### src/core/sdram_defines.svh
// Timing, command and layout constants for the SDRAM controller
`ifndef SDRAM_DEFINES_SVH
`define SDRAM_DEFINES_SVH

// ----------------------------------------------------------------
// Command encodings {cs_n, ras_n, cas_n, we_n}
// ----------------------------------------------------------------
`define CMD_NOP       4'h7
`define CMD_ACTIVE    4'h3
`define CMD_READ      4'h5
`define CMD_WRITE     4'h4
`define CMD_PRECHARGE 4'h2
`define CMD_REFRESH   4'h1
`define CMD_LOADMODE  4'h0

// ----------------------------------------------------------------
// Timing figures in ns (T_MRD_CYC in cycles) and the clock period
// ----------------------------------------------------------------
`define CLK_PERIOD_NS 50
`define T_RCD_NS      20
`define T_RP_NS       20
`define T_RFC_NS      70
`define T_MRD_CYC     2
`define T_REFI_NS     15625
`define T_INIT_NS     100000
`define INIT_REFRESHES 2

// Least times round up, longest times round down
`define CYC_UP(ns)   (((ns) + `CLK_PERIOD_NS - 1) / `CLK_PERIOD_NS)
`define CYC_DOWN(ns) ((ns) / `CLK_PERIOD_NS)

// ----------------------------------------------------------------
// Misc fields
// ----------------------------------------------------------------
`define A10_BIT       10
`define MODE_BURST1   3'h0
`define FIFO_DEPTH    8

`endif

### src/core/sdram_pkg.sv
// Types shared by the SDRAM controller modules
package sdram_pkg;
    typedef enum logic [3:0] {
        st_init_wait,
        st_init_pre,
        st_init_ref,
        st_init_mode,
        st_idle,
        st_active,
        st_open,
        st_precharge,
        st_refresh,
        st_wait
    } ctrl_state_e;
endpackage

### src/core/wdata_if.sv
// Stream carrier between the controller and its request FIFO
interface wdata_if #(parameter int W = 32);
    logic         valid;
    logic         ready;
    logic [W-1:0] data;
    modport src (output valid, output data, input ready);
    modport snk (input valid, input data, output ready);
endinterface

### src/core/sdram_controller_core.sv
// SDRAM controller: memory slave port to single-data-rate SDRAM pins
//
// Behaviour
// - Data width 8/16/32/64, multiple chip selects
// - All options fixed as build parameters
// - Flat linear address space, commands hidden
// - Memory only, no configuration registers
// - Wait states stall master until ready
// - Pipelined reads, one word per cycle
// - Refresh may pause data return
// - Clock enable always high, no power-down
// - Shared pins driven only while bridge granted
// - One open row in one bank
// - Keep bridge while same row continues
// - Close row when traffic stops or refresh
// - Column latency 1, 2 or 3 cycles
// - Chip selects 1/2/4/8, banks 2/4
// - Row 11-14 bits, column 8 to row-1
`include "sdram_defines.svh"

module sdram_controller_core
    import sdram_pkg::*;
#(
    parameter int DATA_W   = 32,
    parameter int NUM_CS   = 1,
    parameter int NUM_BANK = 4,
    parameter int ROW_W    = 12,
    parameter int COL_W    = 8,
    parameter int CAS_LAT  = 3,
    parameter bit SHARE_PINS = 1'b0,
    parameter int T_REFI_CYC = `CYC_DOWN(`T_REFI_NS),
    parameter int T_INIT_CYC = `CYC_UP(`T_INIT_NS),
    localparam int BA_W  = $clog2(NUM_BANK),
    localparam int CS_W  = (NUM_CS > 1) ? $clog2(NUM_CS) : 1,
    localparam int CSB_W = (NUM_CS > 1) ? $clog2(NUM_CS) : 0,
    localparam int ADR_W = CSB_W + BA_W + ROW_W + COL_W,
    localparam int BE_W  = DATA_W / 8
) (
    // Clock and reset
    input  wire logic              mclk,
    input  wire logic              rst,
    // Memory slave port
    input  wire logic [ADR_W-1:0]  s_address,
    input  wire logic              s_read,
    input  wire logic              s_write,
    input  wire logic [DATA_W-1:0] s_writedata,
    input  wire logic [BE_W-1:0]   s_byteenable,
    output logic                   s_waitrequest,
    output logic [DATA_W-1:0]      s_readdata,
    output logic                   s_readdatavalid,
    // Shared pin bridge arbitration
    output logic                   bridge_req,
    input  wire logic              bridge_grant,
    // SDRAM command pins
    output logic                   sd_cke,
    output logic [NUM_CS-1:0]      sd_cs_n,
    output logic                   sd_ras_n,
    output logic                   sd_cas_n,
    output logic                   sd_we_n,
    output logic [BA_W-1:0]        sd_ba,
    output logic [ROW_W-1:0]       sd_addr,
    output logic [ROW_W-1:0]       sd_addr_oe,
    // SDRAM data pins
    input  wire logic [DATA_W-1:0] sd_dq_in,
    output logic [DATA_W-1:0]      sd_dq_out,
    output logic                   sd_dq_oe,
    output logic [BE_W-1:0]        sd_dqm,
    output logic                   sd_dqm_oe
);
    // ------------------------------------------------------------
    // Build-time checks and derived counts
    // ------------------------------------------------------------
    initial
    begin
        if (!(DATA_W inside {8, 16, 32, 64}) || !(NUM_CS inside {1, 2, 4, 8}) ||
            !(NUM_BANK inside {2, 4}) || ROW_W < 11 || ROW_W > 14 ||
            COL_W < 8 || COL_W >= ROW_W || CAS_LAT < 1 || CAS_LAT > 3)
            $error("unsupported sdram configuration");
    end

    localparam int RCD_C = `CYC_UP(`T_RCD_NS) < 1 ? 1 : `CYC_UP(`T_RCD_NS);
    localparam int RP_C  = `CYC_UP(`T_RP_NS) < 1 ? 1 : `CYC_UP(`T_RP_NS);
    localparam int RFC_C = `CYC_UP(`T_RFC_NS) < 1 ? 1 : `CYC_UP(`T_RFC_NS);
    localparam int TMR_W = $clog2(T_INIT_CYC + 1) + 1;
    localparam int RFI_W = $clog2(T_REFI_CYC + 1) + 1;
    localparam int CMD_W = 1 + ADR_W + DATA_W + BE_W;
    localparam int RP_W  = CSB_W + BA_W + ROW_W;

    // ------------------------------------------------------------
    // Request FIFO: address, direction, data and mask
    // ------------------------------------------------------------
    wdata_if #(.W(CMD_W)) req_in ();
    wdata_if #(.W(CMD_W)) req_out ();

    sdram_fifo #(.WIDTH(CMD_W), .DEPTH(`FIFO_DEPTH)) u_fifo (
        .mclk  (mclk),
        .rst   (rst),
        .in_s  (req_in),
        .out_s (req_out)
    );

    ctrl_state_e state;
    ctrl_state_e ret_state;
    logic [TMR_W-1:0]  timer;
    logic [RFI_W-1:0]  ref_cnt;
    logic              ref_due;
    logic [1:0]        init_refs;
    logic              row_open;
    logic [RP_W-1:0]   open_row;
    logic [3:0]        cmd;
    logic [CS_W-1:0]   cmd_cs;
    logic [CAS_LAT:0]  rd_pipe;
    logic              rd_valid_q;

    // stall only while the request queue is full or init runs
    wire init_busy   = (state == st_wait) &&
                       (ret_state == st_init_ref || ret_state == st_init_mode);
    wire ready_state = (state != st_init_wait) && (state != st_init_pre) &&
                       (state != st_init_ref) && (state != st_init_mode) && !init_busy;
    assign s_waitrequest = !(req_in.ready && ready_state);
    assign req_in.valid  = (s_read || s_write) && !s_waitrequest;
    assign req_in.data   = {s_write, s_address, s_writedata, s_byteenable};

    // ------------------------------------------------------------
    // Decode of the head request (flat address: cs|row|bank|col)
    // ------------------------------------------------------------
    wire              head_wr   = req_out.data[CMD_W-1];
    wire [ADR_W-1:0]  head_adr  = req_out.data[CMD_W-2 -: ADR_W];
    wire [DATA_W-1:0] head_wd   = req_out.data[BE_W +: DATA_W];
    wire [BE_W-1:0]   head_be   = req_out.data[BE_W-1:0];
    wire [COL_W-1:0]  head_col  = head_adr[COL_W-1:0];
    wire [BA_W-1:0]   head_ba   = head_adr[COL_W +: BA_W];
    wire [RP_W-1:0]   head_rowp = head_adr[ADR_W-1 -: RP_W];
    wire [ROW_W-1:0]  head_row  = head_rowp[BA_W +: ROW_W];
    wire [CS_W-1:0]   head_cs;
    if (NUM_CS > 1)
    begin : g_cs
        assign head_cs = head_adr[ADR_W-1 -: CS_W];
    end
    else
    begin : g_cs1
        assign head_cs = '0;
    end
    // same row/bank/chip hits the open row
    wire row_hit   = row_open && (open_row == head_rowp);
    wire pin_owned = !SHARE_PINS || bridge_grant;
    wire timer_done = (timer == '0);
    // A write waits until read data in flight has left the data lines
    wire issue_col = (state == st_open) && req_out.valid && row_hit && pin_owned &&
                     !ref_due && !(head_wr && rd_pipe != '0);
    assign req_out.ready = issue_col;

    // ------------------------------------------------------------
    // Refresh interval counter
    // ------------------------------------------------------------
    always_ff @(posedge mclk or posedge rst)
    begin
        if (rst)
            ref_cnt <= '0;
        else if (!ready_state || state == st_refresh)
            ref_cnt <= RFI_W'(T_REFI_CYC);
        else if (ref_cnt != '0)
            ref_cnt <= ref_cnt - 1'b1;
    end
    assign ref_due = ready_state && (ref_cnt == '0);

    // ------------------------------------------------------------
    // Command sequencer
    // ------------------------------------------------------------
    always_ff @(posedge mclk or posedge rst)
    begin
        if (rst)
        begin
            state     <= st_init_wait;
            ret_state <= st_idle;
            timer     <= TMR_W'(T_INIT_CYC);
            init_refs <= '0;
            row_open  <= 1'b0;
            open_row  <= '0;
            cmd       <= `CMD_NOP;
            cmd_cs    <= '0;
        end
        else
        begin
            cmd <= `CMD_NOP;
            if (!timer_done)
                timer <= timer - 1'b1;
            unique case (state)
                // power-up wait, precharge all, refreshes, mode load
                st_init_wait:
                    if (timer_done && pin_owned)
                    begin
                        cmd   <= `CMD_PRECHARGE;
                        state <= st_wait;
                        ret_state <= st_init_ref;
                        timer <= TMR_W'(RP_C - 1);
                    end
                st_init_pre:
                    state <= st_init_ref;
                st_init_ref:
                    if (init_refs == 2'(`INIT_REFRESHES) && pin_owned)
                    begin
                        cmd   <= `CMD_LOADMODE;
                        state <= st_wait;
                        ret_state <= st_init_mode;
                        timer <= TMR_W'(`T_MRD_CYC - 1);
                    end
                    else if (init_refs != 2'(`INIT_REFRESHES))
                    begin
                        cmd   <= `CMD_REFRESH;
                        init_refs <= init_refs + 1'b1;
                        state <= st_wait;
                        ret_state <= st_init_ref;
                        timer <= TMR_W'(RFC_C - 1);
                    end
                st_init_mode:
                    state <= st_idle;
                st_idle:
                    if (ref_due)
                        state <= st_refresh;
                    else if (req_out.valid && pin_owned)
                    begin
                        cmd      <= `CMD_ACTIVE;
                        cmd_cs   <= head_cs;
                        open_row <= head_rowp;
                        row_open <= 1'b1;
                        state    <= st_wait;
                        ret_state <= st_open;
                        timer    <= TMR_W'(RCD_C - 1);
                    end
                st_open:
                    // close when traffic breaks, misses or refresh is due
                    if (issue_col)
                        cmd <= head_wr ? `CMD_WRITE : `CMD_READ;
                    else if (rd_pipe == '0)
                        state <= st_precharge;
                st_precharge:
                begin
                    cmd      <= `CMD_PRECHARGE;
                    row_open <= 1'b0;
                    state    <= st_wait;
                    ret_state <= st_idle;
                    timer    <= TMR_W'(RP_C - 1);
                end
                st_refresh:
                begin
                    cmd   <= `CMD_REFRESH;
                    state <= st_wait;
                    ret_state <= st_idle;
                    timer <= TMR_W'(RFC_C - 1);
                end
                st_wait:
                    if (timer_done)
                        state <= ret_state;
                default:
                    state <= st_idle;
            endcase
        end
    end

    // ------------------------------------------------------------
    // Pin registers
    // ------------------------------------------------------------
    logic [BA_W-1:0]   ba_q;
    logic [ROW_W-1:0]  addr_q;
    logic [DATA_W-1:0] dq_q;
    logic [BE_W-1:0]   dqm_q;
    logic              dq_oe_q;

    wire [ROW_W-1:0] col_addr = ROW_W'(head_col);
    wire [ROW_W-1:0] mode_word = ROW_W'({3'(CAS_LAT), 1'b0, `MODE_BURST1});
    wire [ROW_W-1:0] all_banks = ROW_W'(1) << `A10_BIT;

    always_ff @(posedge mclk or posedge rst)
    begin
        if (rst)
        begin
            ba_q      <= '0;
            addr_q    <= '0;
            dq_q      <= '0;
            dqm_q     <= '1;
            dq_oe_q   <= 1'b0;
        end
        else
        begin
            dq_oe_q   <= issue_col && head_wr;
            dq_q      <= head_wd;
            dqm_q     <= issue_col ? ~head_be : '0;
            if (state == st_idle)
            begin
                ba_q   <= head_ba;
                addr_q <= head_row;
            end
            else if (issue_col)
            begin
                ba_q   <= head_ba;
                addr_q <= col_addr;
            end
            else if (state == st_init_wait || state == st_precharge)
                addr_q <= all_banks;
            else if (state == st_init_ref)
                addr_q <= mode_word;
        end
    end

    // clock enable never drops
    assign sd_cke     = 1'b1;
    assign sd_ras_n   = cmd[2];
    assign sd_cas_n   = cmd[1];
    assign sd_we_n    = cmd[0];
    assign sd_ba      = ba_q;
    assign sd_addr    = addr_q;
    // enables follow the grant itself, so a lost grant frees the pins at once
    assign sd_addr_oe = {ROW_W{pin_owned}};
    assign sd_dq_out  = dq_q;
    assign sd_dq_oe   = dq_oe_q && pin_owned;
    assign sd_dqm     = dqm_q;
    assign sd_dqm_oe  = pin_owned;
    // hold the bridge while a row is open or init needs the pins
    assign bridge_req = SHARE_PINS && (row_open || req_out.valid || !ready_state);

    for (genvar i = 0; i < NUM_CS; i++)
    begin : g_csn
        // one chip select per chip, all selected for init/refresh
        assign sd_cs_n[i] = cmd[3] ||
            !(cmd == `CMD_REFRESH || cmd == `CMD_LOADMODE ||
              (cmd == `CMD_PRECHARGE && state != st_idle) || cmd_cs == CS_W'(i));
    end

    // ------------------------------------------------------------
    // Read return after the column latency
    // ------------------------------------------------------------
    always_ff @(posedge mclk or posedge rst)
    begin
        if (rst)
        begin
            rd_pipe    <= '0;
            rd_valid_q <= 1'b0;
            s_readdata <= '0;
        end
        else
        begin
            rd_pipe    <= {rd_pipe[CAS_LAT-1:0], issue_col && !head_wr};
            rd_valid_q <= rd_pipe[CAS_LAT];
            s_readdata <= sd_dq_in;
        end
    end
    assign s_readdatavalid = rd_valid_q;
endmodule

### src/core/sdram_fifo.sv
// Parameterised valid/ready FIFO for the request path
module sdram_fifo #(
    parameter int WIDTH = 32,
    parameter int DEPTH = 8
) (
    // Clock and reset
    input wire logic mclk,
    input wire logic rst,
    // Fill side
    wdata_if.snk     in_s,
    // Drain side
    wdata_if.src     out_s
);
    localparam int AW = $clog2(DEPTH);

    logic [WIDTH-1:0] mem [DEPTH];
    logic [AW:0]      wr_ptr;
    logic [AW:0]      rd_ptr;
    logic [AW:0]      fill;
    wire              do_push;
    wire              do_pop;

    assign fill        = wr_ptr - rd_ptr;
    assign in_s.ready  = (fill != (AW+1)'(DEPTH));
    assign out_s.valid = (fill != '0);
    assign out_s.data  = mem[rd_ptr[AW-1:0]];
    assign do_push     = in_s.valid && in_s.ready;
    assign do_pop      = out_s.valid && out_s.ready;

    always_ff @(posedge mclk)
    begin
        if (do_push)
            mem[wr_ptr[AW-1:0]] <= in_s.data;
    end

    always_ff @(posedge mclk or posedge rst)
    begin
        if (rst)
        begin
            wr_ptr <= '0;
            rd_ptr <= '0;
        end
        else
        begin
            if (do_push)
                wr_ptr <= wr_ptr + 1'b1;
            if (do_pop)
                rd_ptr <= rd_ptr + 1'b1;
        end
    end
endmodule

### config.mk
export PLATFORM = sky130hd
export DESIGN_NAME = sdram_controller_core
export DESIGN_NICKNAME = d
export VERILOG_FILES = /design/src/core/sdram_pkg.sv /design/src/core/wdata_if.sv /design/src/core/sdram_controller_core.sv /design/src/core/sdram_fifo.sv
export VERILOG_INCLUDE_DIRS = /design/src /design/src/core
export SDC_FILE = /design/constraint.sdc
export NUM_CORES = 1
export LEC_CHECK = 0
export BUFFER_PORTS_ARGS = -buffer_cell sky130_fd_sc_hd__buf_2
export CORE_ASPECT_RATIO = 1.75
export CORE_UTILIZATION = 40
export CTS_CLUSTER_SIZE = 40
export DETAILED_ROUTE_END_ITERATION = 8
export GPL_ROUTABILITY_DRIVEN = 0
export SETUP_SLACK_MARGIN = 0.02
export SYNTH_ARGS = -nofsm -noshare
export SYNTH_HDL_FRONTEND = slang
export SYNTH_HIERARCHICAL = 1
export SYNTH_SLANG_ARGS = --single-unit
### constraint.sdc
create_clock -name mclk -period 7.7 [get_ports mclk]
set_input_delay 0.77 -clock mclk [delete_from_list [all_inputs] [get_ports mclk]]
set_output_delay 0.77 -clock mclk [all_outputs]
set_load 0.01 [all_outputs]
* Word-level counts from Yosys, hierarchy flattened
Memories as Yosys holds them, arrays and structs flattened.
Index checks and enable logic that the tools add are counted.
** Word-level totals
- Memories kept :: 1
- Logic and storage cells :: 143
- Register bits after elaboration :: 147
- Bits in writable memories :: 472
- Output and inout bits :: 104
** Cells by class
- Reduce and logical (&&, ||, !) cells :: 47
- Eq/ne operators :: 24
- Bitwise logic cells :: 3
- Mux-type cells :: 44
- Add/sub/neg operators :: 6
** Memories
- u_fifo.mem :: words 8, bits a word 59, rd ports 1, clocked after Yosys merged registers in 0, write ports 1, line sdram_fifo.sv:16 : logic [WIDTH-1:0] mem [DEPTH];
** Operators by type and width (count)
- $mux 12 :: 10
- $pmux 12 s5 :: 1
- $mux 4 :: 14
- $pmux 4 s7 :: 1
- $mux 10 :: 2
- $reduce_bool 4->1 :: 5
- $logic_and 1x1->1 :: 18
- $pmux 3 s6 :: 1
- $pmux 4 s4 :: 1
- $mux 3 :: 5
- $eq 14x14->1 :: 1
- $eq 4x2->1 const B :: 3
- $eq 4x3->1 const B :: 3
- $logic_not 12->1 :: 1
- $ne 2x2->1 const B :: 6
- $sub 12x1->12 const B :: 1
- $logic_not 10->1 :: 1
- $reduce_bool 10->1 :: 1
- $sub 10x1->10 const B :: 1
- $reduce_and 3->1 :: 3
- $add 4x1->4 const B :: 2
- $eq 4x4->1 const B :: 2
- $logic_not 4->1 :: 2
- $ne 4x2->1 const B :: 2
- other kinds (19) :: 37

* Depth between registers and ports, before layout
Gate-level depths: netlist of run 1.
- Depth in word-level cells :: 11
- Depth in mapped cells :: 15

* Hierarchy
The synthesis of run 1 kept the hierarchy.
** Modules (own cells, without submodules)
- sdram_fifo :: area an instance 18320.1 µm², times used 1, cells an instance 871
- sdram_controller_core :: area an instance 5452.7 µm², times used 1, cells an instance 442

* Least setup slack after synthesis of run 1
OpenSTA, ideal clock, no wires.
- Kind :: register -> register
- Start :: reg u_fifo.rd_ptr[2]
- End :: mem u_fifo/mem[4][0] (netlist bit) (enable)
- Arrival time :: 6.446 ns
- Stages on the path, launching flop included :: 13
- Path slack :: 0.706 ns
- Path buffers :: 2
- Setup time :: 0.548 ns
- Cells stage by stage :: dfrtp_1 -> clkbuf_1 -> clkinv_1 -> clkbuf_1 -> ha_1 -> a21oi_1 -> nand2_2 -> xor2_2 -> nand2_1 -> nand2_1 -> nor2_1 -> nand2_1 -> nor3_1
** On the way
- Word-level cells in the longest chain between the ends :: 7
** Ends and longest elaborated chain
- from (decl) :: line sdram_fifo.sv:18 : logic [AW:0] rd_ptr;
- from (signal assigned) :: line sdram_fifo.sv:48 : rd_ptr <= rd_ptr + 1'b1;
- $sub 4x4->4 :: line sdram_fifo.sv:23 : assign fill = wr_ptr - rd_ptr;
- $ne 4x4->1 :: line sdram_fifo.sv:24 : assign in_s.ready = (fill != (AW+1)'(DEPTH));
- net req_in.ready :: line wdata_if.sv:4 : logic ready;
- $logic_and 1x1->1 :: line sdram_controller_core.sv:120 : assign s_waitrequest = !(req_in.ready && ready_state);
- $logic_and 1x1->1 :: line sdram_controller_core.sv:121 : assign req_in.valid = (s_read || s_write) && !s_waitrequest;
- net req_in.valid :: line wdata_if.sv:3 : logic valid;
- $logic_and 1x1->1 :: line sdram_fifo.sv:27 : assign do_push = in_s.valid && in_s.ready;
- $mux 1 :: line sdram_fifo.sv:32 : if (do_push)
- $mux 1 (not written as such) :: line sdram_fifo.sv:33 : mem[wr_ptr[AW-1:0]] <= in_s.data;
- to (decl) :: line sdram_fifo.sv:16
The timed path passes the listed nets, and every way through them passes these cells.

* Worst setup path after layout of run 1
- Start :: reg u_fifo.rd_ptr[2]
- End :: mem u_fifo/mem[7][45] (netlist bit) (enable)
The elaborated chain is that of the path after synthesis.

==> metrics.txt, run 1 <==
status=finished, final reports clean; Yosys cell types=67; initial antenna violation count=15; # nets final=1621; setup_tns=0 ns; Setup-failing EPs final=0; synthesized flop and latch total=617; Required @ worst endpoint=7.94 ns; Final min period=4.819 ns; post-CTS setup buffer count=0; Slew @ Worst Pin=1.078 ns; clk_skew=0.02577 ns; CP startpoint kind=flop; Seq/Total Area, Yosys=74.96%; DIE AREA=0.06045 mm2; Post-synth ARST share=23.50%; first-pass GRT wire length=77.70 mm; Die Y=324.5 um; area delta synth->final=14.99%; pwr dens=322.9 mW/mm2; CTS root buffer=clkbuf_16; Slew HR=28.10%; peak supply drop=181.6 uV; Initial Utilization=40.70%; port buffer count=181; cell count after synthesis=1313; Finished Core Util=46.80%; Slew Limit Fails=0; CTS sink cnt=617; hpwl dp=28.52 mm; worst slack, placed=2.738 ns; layout cells sized above 1=29.98%; Core Footprint=0.05841 mm2; Final ANT Viol Nets=0; drt pass-1 iters=5; H-tree Lvls=2; DR iter-0 viols=657; crit path max fanout=39; clk_lat worst skew=0.62 ns; Pleak=9.746 nW; GRT overflow=0; RSZ-0062 raised after global routing=no; via/cell ratio=5.116; final hold violations=0; GRT Overall Usage=17.27%; Max Freq=207.5 MHz; Syn Area/Cell=18.11 um2; Post-synth top flop=edfxtp_1; DR vias=11960; Routed WL per cell=21.50 um; Worst Path Arrival=5.05 ns; DRC Markers=0; CTS tree=built; WHS=0.1646 ns; clk slew on worst S/H paths=0.07 ns; CTS max path bufs=3; Ys Warns=6; hold buffer count at CTS=0; Inserted Clock Buffers=55; largest net degree at the start of global routing=78; # rows=117; vias in the first global route=12890; final worst-path cycle share=62.58%; num ports=199; chip width=186.3 um; Hold Crit Class=primary input to async pin; CP endpoint kind=flop; Post-Route WL=50.24 mm; Max Cap Viol=0; kind of critical path=flop to flop; Post-synth EDFFs=472; min setup slack post-route=2.881 ns; Resized Gates After CTS=0; mapped cell area=0.02377 mm2
## report_power, final
group | internal [mW] | switching [mW] | leakage, nW
logic | 0.571 | 0.978 | 2.87
registers | 4.27 | 0.234 | 6.00
clock network | 1.56 | 1.22 | 0.875
## critical path: stages, from the launching register on
cell and delay (ns):
dfrtp_2 0.68, inv_2 0.33, ha_1 0.41, a21oi_1 0.18, nand2_2 0.14, xor2_2 0.25
nand2_1 0.11, nand2_1 0.06, nor2_1 0.33, nand4_1 0.31, a21oi_4 0.85, buf_4 0.71
## stage by stage
stage	total power, mW	cell area [um2]	cells
after floorplan	5.602	23830	1327
after global placement	6.088	25510	2231
after detailed placement	6.157	25510	2231
after CTS	8.943	27330	2334
after global routing	9.239	27330	2335
final	8.828	27340	2337
## worst paths after layout
kind / from / cells past startpoint / slack [ns] / to
max: u_fifo/rd_ptr[2] / 11 / 2.88 / u_fifo/mem[7][45]
min: rst / 2 / 0.16 / u_fifo/wr_ptr[0]
max reg2reg: u_fifo/rd_ptr[2] / 11 / 2.88 / u_fifo/mem[7][45]
min reg2reg: rd_pipe[1] / 0 / 0.39 / rd_pipe[2]
max in group asynchronous: rst / 3 / 5.99 / s_readdata[10]
min in group mclk: sd_dq_in[9] / 1 / 0.26 / s_readdata[9]
## layer usage
metal	wire length, um	up-vias	GRT usage [%]
li1	-	5382	-
met1	19630	6156	21.13
met4	1351	16	5.274
met5	86	-	0
met3	2533	92	3.117
met2	26640	310	30.59
## logic make-up after synthesis
family,share of synthesized area (%)
other,0.03159
buffers and inverters,2.042
AO/OA/AOI/OAI,2.163
AND/OR/NAND/NOR,6.495
flip-flops,74.96
XOR/XNOR,1.605
multiplexers,12.13
adder cells (fa/ha/maj),0.5789
## state kept, by name, summed over array words and instances (netlist names)
| name | flops |
|---|---|
| timer | 12 |
| open_row | 14 |
| ret_state | 3 |
| sd_ba | 2 |
| sd_addr | 12 |
| sd_dqm | 4 |
| row_open | 1 |
| s_readdata | 32 |
| state | 4 |
| s_readdatavalid | 1 |
| cmd | 3 |
| u_fifo/mem | 472 |
| u_fifo/wr_ptr | 4 |
| sd_dq_oe | 1 |
| ref_cnt | 10 |
| rd_pipe | 4 |
| u_fifo/rd_ptr | 4 |
| sd_dq_out | 32 |
| init_refs | 2 |
## cell usage after synthesis, drive strengths merged (5+ instances only)
| cell | count | area [um2] |
|---|---|---|
| edfxtp | 472 | 14170 |
| nand2 | 214 | 805.8 |
| dfrtp | 131 | 3278 |
| mux4 | 118 | 2658 |
| buf | 51 | 339.1 |
| nor2 | 48 | 180.2 |
| clkbuf | 21 | 82.58 |
| xor2 | 21 | 191.4 |
| o21ai | 20 | 111.4 |
| xnor2 | 20 | 190.2 |
| mux2 | 19 | 225.2 |
| nor3 | 17 | 85.08 |
| inv | 16 | 60.06 |
| dfstp | 14 | 367.9 |
| a21oi | 13 | 65.06 |
| nand3 | 13 | 65.06 |
| ha | 11 | 137.6 |
| nand2b | 10 | 62.56 |
| nor4 | 9 | 77.57 |
| a221o | 8 | 80.08 |
| and2 | 6 | 43.80 |
| o211ai | 6 | 50.05 |
| nand3b | 5 | 50.05 |
## area by class of cell
type                       instances  area, um2
tap                              773      967.2
timing repair buffer             203       1071
multi-input combinational        621       5577
sequential                       617      17830
clock inverter                    24      291.5
fill                            4944      31070
inverter                          17      68.82
clock buffer                      79       1526
antenna                            3      7.507
## cells in the final DEF (no fill, tap or decap), types with 12 or more instances in the layout
cell and instances:
a21oi_1 12, inv_1 15, clkbuf_1 18, nand3_1 13
buf_2 181, mux2_2 16, nor2_1 44, buf_4 22
clkbuf_16 55, edfxtp_1 472, xnor2_1 18, nand2_1 213
conb_1 16, dfstp_2 14, mux4_2 118, nor3_1 14
o21ai_0 16, dfrtp_1 128, xor2_1 20
(Power assumes the default switching activity.)
==> run 2: changes to the inputs <==
- ABC_AREA: unset -> 1
- clock period: 7.7 -> 4.2 ns (I/O delays scaled with it)
==> metrics.txt, run 2 <==
status=finished, final reports clean; worst setup path start=u_fifo/rd_ptr[0]; DIE AREA=0.06232 mm2 (+3.1%); num ports=199 (unchanged); Design Power=16.54 mW (+87%); max FFs per register=472 (unchanged); pwr dens=581.3 mW/mm2 (+80%); DR vias=15900 (+33%); final worst-path cycle share=85.49% (+23 points); Hold Path Depth=1; Post-synth EDFFs=472 (unchanged); reg2reg path depth=18 (+7); layout cells sized above 1=17.09% (-13 points); most frequent cells in the layout=edfxtp_1 (472), nand2_1 (334), nor2_1 (296), buf_2 (181), o21ai_0 (147); Finished Core Util=47.08% (+0.28 points); Pleak=10.99 nW (+13%); final hold violations=0 (unchanged); drt pass-1 iters=7 (+2); hpwl dp=32.36 mm (+13%); Slew @ Worst Pin=1.174 ns (+0.09530 ns); largest net degree at the start of global routing=122 (+56%); hold path start=s_writedata[7]; first-pass GRT wire length=88.89 mm (+14%); peak supply drop=363.1 uV (+100%); Gate power share=19.1% (+1.6 points); commonest non-fill, non-tap cell in the layout=edfxtp_1; RR Startpoint=u_fifo/rd_ptr[0]; Post-Route WL=58.18 mm (+16%); # rows=119 (+1.7%); Setup-failing EPs final=0 (unchanged); kind of critical path=flop to flop; WHS=0.06786 ns (-0.09673 ns); clk_skew=0.02500 ns (-0.0007709 ns); CTS root buffer=clkbuf_16; clock share of power=31.7% (+0.3 points); most numerous cell in the Yosys netlist=edfxtp_1; DR iter-0 viols=1037 (+58%); Ys Warns=6 (unchanged); RSZ-0062 raised after global routing=no; Post-synth ARST share=23.50% (unchanged); P_int=11.77 mW (+84%); Slew HR=21.75% (-6.4 points); Core Footprint=0.06045 mm2 (+3.5%); via/cell ratio=5.218 (+2.0%); CP startpoint kind=flop; Net Sw Frac=28.86% (+1.4 points); synth cell count leaders=edfxtp_1 (472), nand2_1 (334), nor2_1 (303); crit path max fanout=83 (+110%); post-CTS setup buffer count=0 (unchanged); vias in the first global route=15950 (+24%); Slew Limit Fails=0 (unchanged); DRC Markers=0 (unchanged); Final ANT Viol Nets=0 (unchanged); Compound-Gate Fraction of Synth Area=9.708% (+7.5 points); CTS max path bufs=3 (unchanged); port buffer count=181 (unchanged); post-synthesis adder-cell area fraction=0.5614% (-0.018 points); simple-gate share of the synthesized area=12.02% (+5.5 points); Final min period=3.591 ns (-1.228 ns); Seq/Total Area, Yosys=72.69% (-2.3 points); Post-synth top flop=edfxtp_1; H-tree Lvls=2 (unchanged); GRT overflow=0 (unchanged); sequential group share of total power=49.2% (-1.9 points); Initial Utilization=40.55% (-0.15 points); Die Y=329.5 um (+1.5%); post-synthesis mux area share=0% (-12 points); switching power=4.774 mW (+97%); largest family of logic cells by synthesized area=simple AND/OR/NAND/NOR gates; cell count after synthesis=2011 (+53%); CP endpoint kind=flop; Inserted Clock Buffers=55 (unchanged); layout filler cell count=5331 (+7.8%); area leader, netlist=edfxtp_1; Syn Area/Cell=12.19 um2 (-33%); Max Freq=278.5 MHz (+34%); GRT Overall Usage=18.61% (+1.3 points); min setup slack post-route=0.6094 ns (-2.272 ns); Required @ worst endpoint=4.68 ns (-3.26 ns); worst slack, placed=0.5753 ns (-2.162 ns); clk_lat worst skew=0.62 ns (about the same); Routed WL per cell=19.09 um (-11%); Yosys cell types=44 (-34%); Post-Synth XOR/XNOR Area=0.3930% (-1.2 points); CTS sink cnt=617 (unchanged); Hold Crit Class=primary input to flop; CTS tree=built; mapped cell area=0.02451 mm2 (+3.1%); clk slew on worst S/H paths=0.07 ns (about the same); initial antenna violation count=18 (+3); synthesized flop and latch total=617 (unchanged); area fraction of the dominant cell type after synthesis=57.82% (-1.8 points); Resized Gates After CTS=0 (unchanged); Worst Path Arrival=4.07 ns (-0.98 ns); Area contributors post-synth=edfxtp_1 (58%), dfrtp_1 (13%), nand2_1 (5.1%); # nets final=2318 (+43%); Max Cap Viol=0 (unchanged); area delta synth->final=16.10%; chip width=189.1 um (+1.5%)
-- run 2: cell count changes after synthesis, sizes merged, moves of 34 or more --
cell   previous run  this run
nand2           214       338
buf              51        85
o22ai             0       129
inv              16       106
mux4            118         0
o21ai            20       266
nor2             48       311
nand3            13        51
-- run 2: path summary, 6_finish.rpt --
check	to	slack, ns
setup / recovery	u_fifo/rd_ptr[0]	0.61
hold / removal	u_fifo/mem[0][11]	0.07
setup reg to reg	u_fifo/rd_ptr[0]	0.61
hold reg to reg	rd_pipe[3]	0.37
max in group asynchronous	timer[9]	2.66
min in group asynchronous	u_fifo/wr_ptr[2]	0.40
-- run 2: timing repair --
action,in CTS,in global routing
hold buffers,33,0
hold endpoints to repair,40,0
setup endpoints to repair,0,0
-- run 2: layer usage --
metal	vias up	part of all wire, %	global-route usage, %	routed length (um)
met1	7835	40	21.74	23070
met4	18	3.4	7.539	2002
met5	-	0.17	0	100
met3	146	5.5	3.409	3221
met2	470	51	33.50	29790
li1	7435	-	-	-
-- run 2: cells by family after synthesis --
family / count (synthesis)
adder cells (fa/ha/maj): 11
AO/OA/AOI/OAI: 416
XOR/XNOR: 11
flip-flops: 617
AND/OR/NAND/NOR: 732
buffers and inverters: 222
other: 2
-- run 2: critical path, stage by stage, from the launching register on --
cell and delay [ns]:
dfrtp_4 0.77, buf_12 0.39, o21ai_0 0.16, o22ai_1 0.21, nand2_1 0.07, nand2_1 0.22
inv_1 0.07, nand2_1 0.09, nand2_1 0.05, nor2_1 0.08, nand2_1 0.08, nor2_1 0.09
nand3_1 0.16, nor2_2 0.23, nand2_2 0.19, inv_2 0.26, o21ai_1 0.18, nand2_1 0.09
nand2_1 0.06
-- run 2: layout make-up --
class                   instances  area (um2)  share of cell area, %
flip-flops and latches        617       17830                  62.63
inverters                     107       414.1                  1.455
clock inverters                27       356.6                  1.253
multi-input cells            1186        5673                  19.93
diodes                          3       7.507                0.02638
clock buffers                  77        1569                  5.513
repair buffers                245        1632                  5.733
well taps                     786       983.4                  3.455
-- run 2: power by group through the flow --
stage	sequential (mW)	combinational (mW)	clock [mW]
CTS	8.13	3.20	5.39
finish	8.13	3.16	5.25
global route	8.23	3.52	5.60
floorplan	8.26	1.94	0
global placement	8.21	3.11	0
detailed placement	8.25	3.16	0
-- run 2: per-stage QoR --
stage          setup TNS (ns)  cells  area [um2]
6_report                    0   3048       28460
5_1_grt                     0   3048       28460
4_1_cts                     0   3045       28450
3_5_place_dp                0   2908       26200
3_3_place_gp                0   2908       26200
2_1_floorplan          -16.15   2025       24600
==> run 3: changes to the inputs <==
- CORE_UTILIZATION: 40 -> 54
- PLACE_DENSITY: unset -> 0.76
==> metrics.txt, run 3 (synthesis results as in run 2) <==
largest net degree at the start of global routing=122 (unchanged); Max Cap Viol=0 (unchanged); hold path start=s_writedata[8]; DR iter-0 viols=1347 (+30%); Multi-input gate area=0.005673 mm2 (unchanged); # placed instances=2695 (-7.3%); WHS=0.08365 ns (+0.01579 ns); Slew Limit Fails=0 (unchanged); DRC Markers=0 (unchanged); switching power=4.662 mW (-2.3%); clk slew on worst S/H paths=0.07 ns (about the same); CTS tree=built; cell mode on critical path=nand2_1; area delta synth->final=14.25%; CTS sink cnt=617 (unchanged); Hold Path Depth=1 (unchanged); crit-path max cell delay=0.66 ns (-0.11 ns); final worst-path cycle share=86.96% (+1.5 points); Post-Route WL=54.37 mm (-6.6%); most frequent cells in the layout=edfxtp_1 (472), nand2_1 (334), nor2_1 (296), buf_2 (181), o21ai_0 (147); DR vias=16160 (+1.6%); slowest cell on the critical path=buf_4; Core Footprint=0.04454 mm2 (-26%); Max Freq=273.8 MHz (-1.7%); layout cells sized above 1=16.86% (-0.23 points); P_int=11.45 mW (-2.7%); Final min period=3.652 ns (+0.06187 ns); vias in the first global route=16180 (+1.5%); CTS max path bufs=3 (unchanged); via/cell ratio=5.712 (+9.5%); sequential group share of total power=50.5% (+1.3 points); Slew HR=34.68% (+13 points); placed cell areas=0.02591 mm2 (-1.1%); pwr dens=575.3 mW/mm2 (-1.0%); hpwl dp=30.98 mm (-4.2%); final hold violations=0 (unchanged); r2r setup slk=0.55 ns (-0.06 ns); RSZ-0062 raised after global routing=no; CP endpoint kind=flop; crit-path leading delay family=simple AND/OR/NAND/NOR gates; Crit path depth=18 (unchanged); Net Sw Frac=28.93% (+0.077 points); clk_lat worst skew=0.59 ns (-0.03 ns); RR Startpoint=u_fifo/rd_ptr[0]; Setup-failing EPs final=0 (unchanged); GRT overflow=0 (unchanged); Finished Core Util=62.88% (+16 points); Reg2Reg Capture Point=u_fifo/rd_ptr[0]; # rows=102 (-14%); reg2reg path depth=18 (unchanged); commonest non-fill, non-tap cell in the layout=edfxtp_1; Final ANT Viol Nets=0 (unchanged); Hold Crit Class=primary input to flop; Inserted Clock Buffers=52 (-5.5%); final instance area=0.02801 mm2 (-1.6%); Gate power share=19.4% (+0.3 points); H-tree Lvls=2 (unchanged); drt pass-1 iters=6 (-1); port buffer count=181 (unchanged); layout filler cell count=3232 (-39%); kind of critical path=flop to flop; worst hold endpoint=u_fifo/mem[6][12]; Worst Path Arrival=4.12 ns (+0.05 ns); clock share of power=30.2% (-1.5 points); crit path max fanout=84 (+1.2%); Die Y=283.9 um (-14%); first-pass GRT wire length=84.35 mm (-5.1%); Initial Utilization=55.04% (+14 points); DIE AREA=0.04629 mm2 (-26%); initial antenna violation count=12 (-6); CTS root buffer=clkbuf_16; GRT Overall Usage=23.69% (+5.1 points); num ports=199 (unchanged); status=finished, final reports clean; Required @ worst endpoint=4.67 ns (about the same); CP Cell Sequence=buf_4 -> o21ai_0 -> o22ai_1 -> nand2_1 -> nand2_1 -> inv_1 -> nand2_1 -> nand2_1 -> nor2_1 -> nand2_1 -> nor2_1 -> nand3_1 -> nor2_2 -> nand2_2 -> inv_2 -> o21ai_1 -> nand2_1 -> nand2_1; fin cells=2830 (-7.2%); Slew @ Worst Pin=0.9798 ns (-0.1940 ns); peak supply drop=390.4 uV (+7.5%); max FFs per register=472 (unchanged); CP startpoint kind=flop; Crit path buffers/inverters=3 (unchanged); Routed WL per cell=19.21 um (+0.64%); FF+latch area=0.01783 mm2 (unchanged); Pleak=10.90 nW (-0.83%); clk_skew=0.02949 ns (+0.004484 ns); setup_tns=0 ns (unchanged); # nets final=2316 (-0.086%); chip width=163.1 um (-14%)
run 3: cell count changes in the layout (fill, tap and decap cells not counted), sizes merged:
cell      delta
buf          +1
bufinv       -1
clkbuf       -9
clkinv       +3
diode        +1
clkinvlp     +1
run 3: layer usage:
metal	global-route usage, %	vias to the layer above	part of all wire [%]
li1	-	7439	-
met3	3.698	133	6.6
met1	27.44	7907	37
met5	0	-	0.099
met2	42.54	675	53
met4	10.79	10	3.4
run 3: worst max-delay path by stage:
stage	from	endpoint	slack, ns
floorplan	u_fifo/rd_ptr[2]	u_fifo/mem[2][0]	-0.09
global placement	u_fifo/rd_ptr[1]	u_fifo/rd_ptr[0]	0.75
detailed placement	u_fifo/rd_ptr[0]	u_fifo/rd_ptr[0]	0.68
CTS	u_fifo/rd_ptr[0]	u_fifo/rd_ptr[0]	0.65
global route	u_fifo/rd_ptr[0]	u_fifo/rd_ptr[0]	0.34
finish	u_fifo/rd_ptr[0]	u_fifo/rd_ptr[0]	0.55
run 3: worst register-to-register path, stage by stage (launching register included):
cell and delay [ns]:
dfrtp_4 0.46, buf_4 0.66, o21ai_0 0.34, o22ai_1 0.21, nand2_1 0.08, nand2_1 0.20
inv_1 0.06, nand2_1 0.05, nand2_1 0.07, nor2_1 0.10, nand2_1 0.05, nor2_1 0.10
nand3_1 0.13, nor2_2 0.24, nand2_2 0.20, inv_2 0.25, o21ai_1 0.18, nand2_1 0.09
nand2_1 0.07
run 3: final cells by class:
cell class / count / area share [%]
repair buffers: 246 / 5.763
diodes: 4 / 0.03574
clock buffers: 68 / 5.008
multi-input cells: 1186 / 20.26
flip-flops and latches: 617 / 63.65
well taps: 572 / 2.555
inverters: 107 / 1.474
clock inverters: 30 / 1.260
run 3: power by group through the flow:
| stage | clock network, mW | logic, mW | registers, mW |
|---|---|---|---|
| 3_3_place_gp | 0 | 2.99 | 8.19 |
| 3_5_place_dp | 0 | 3.08 | 8.24 |
| 5_1_grt | 5.17 | 3.46 | 8.21 |
| 6_report | 4.86 | 3.12 | 8.13 |
| 2_1_floorplan | 0 | 1.94 | 8.26 |
| 4_1_cts | 4.95 | 3.13 | 8.13 |
run 3: what timing repair did:
action / CTS / global route
setup buffers: 0 / 0
gates resized for setup: 0 / 0
endpoints found under the hold margin: 40 / 0
hold buffers: 33 / 0
run 3: metrics by stage:
stage                     total power, mW  setup slack (ns)
after floorplan                     10.20          -0.09124
after global placement              11.18            0.7543
after detailed placement            11.33            0.6846
after CTS                           16.21            0.6544
after global routing                16.84            0.3444
final                               16.11            0.5475
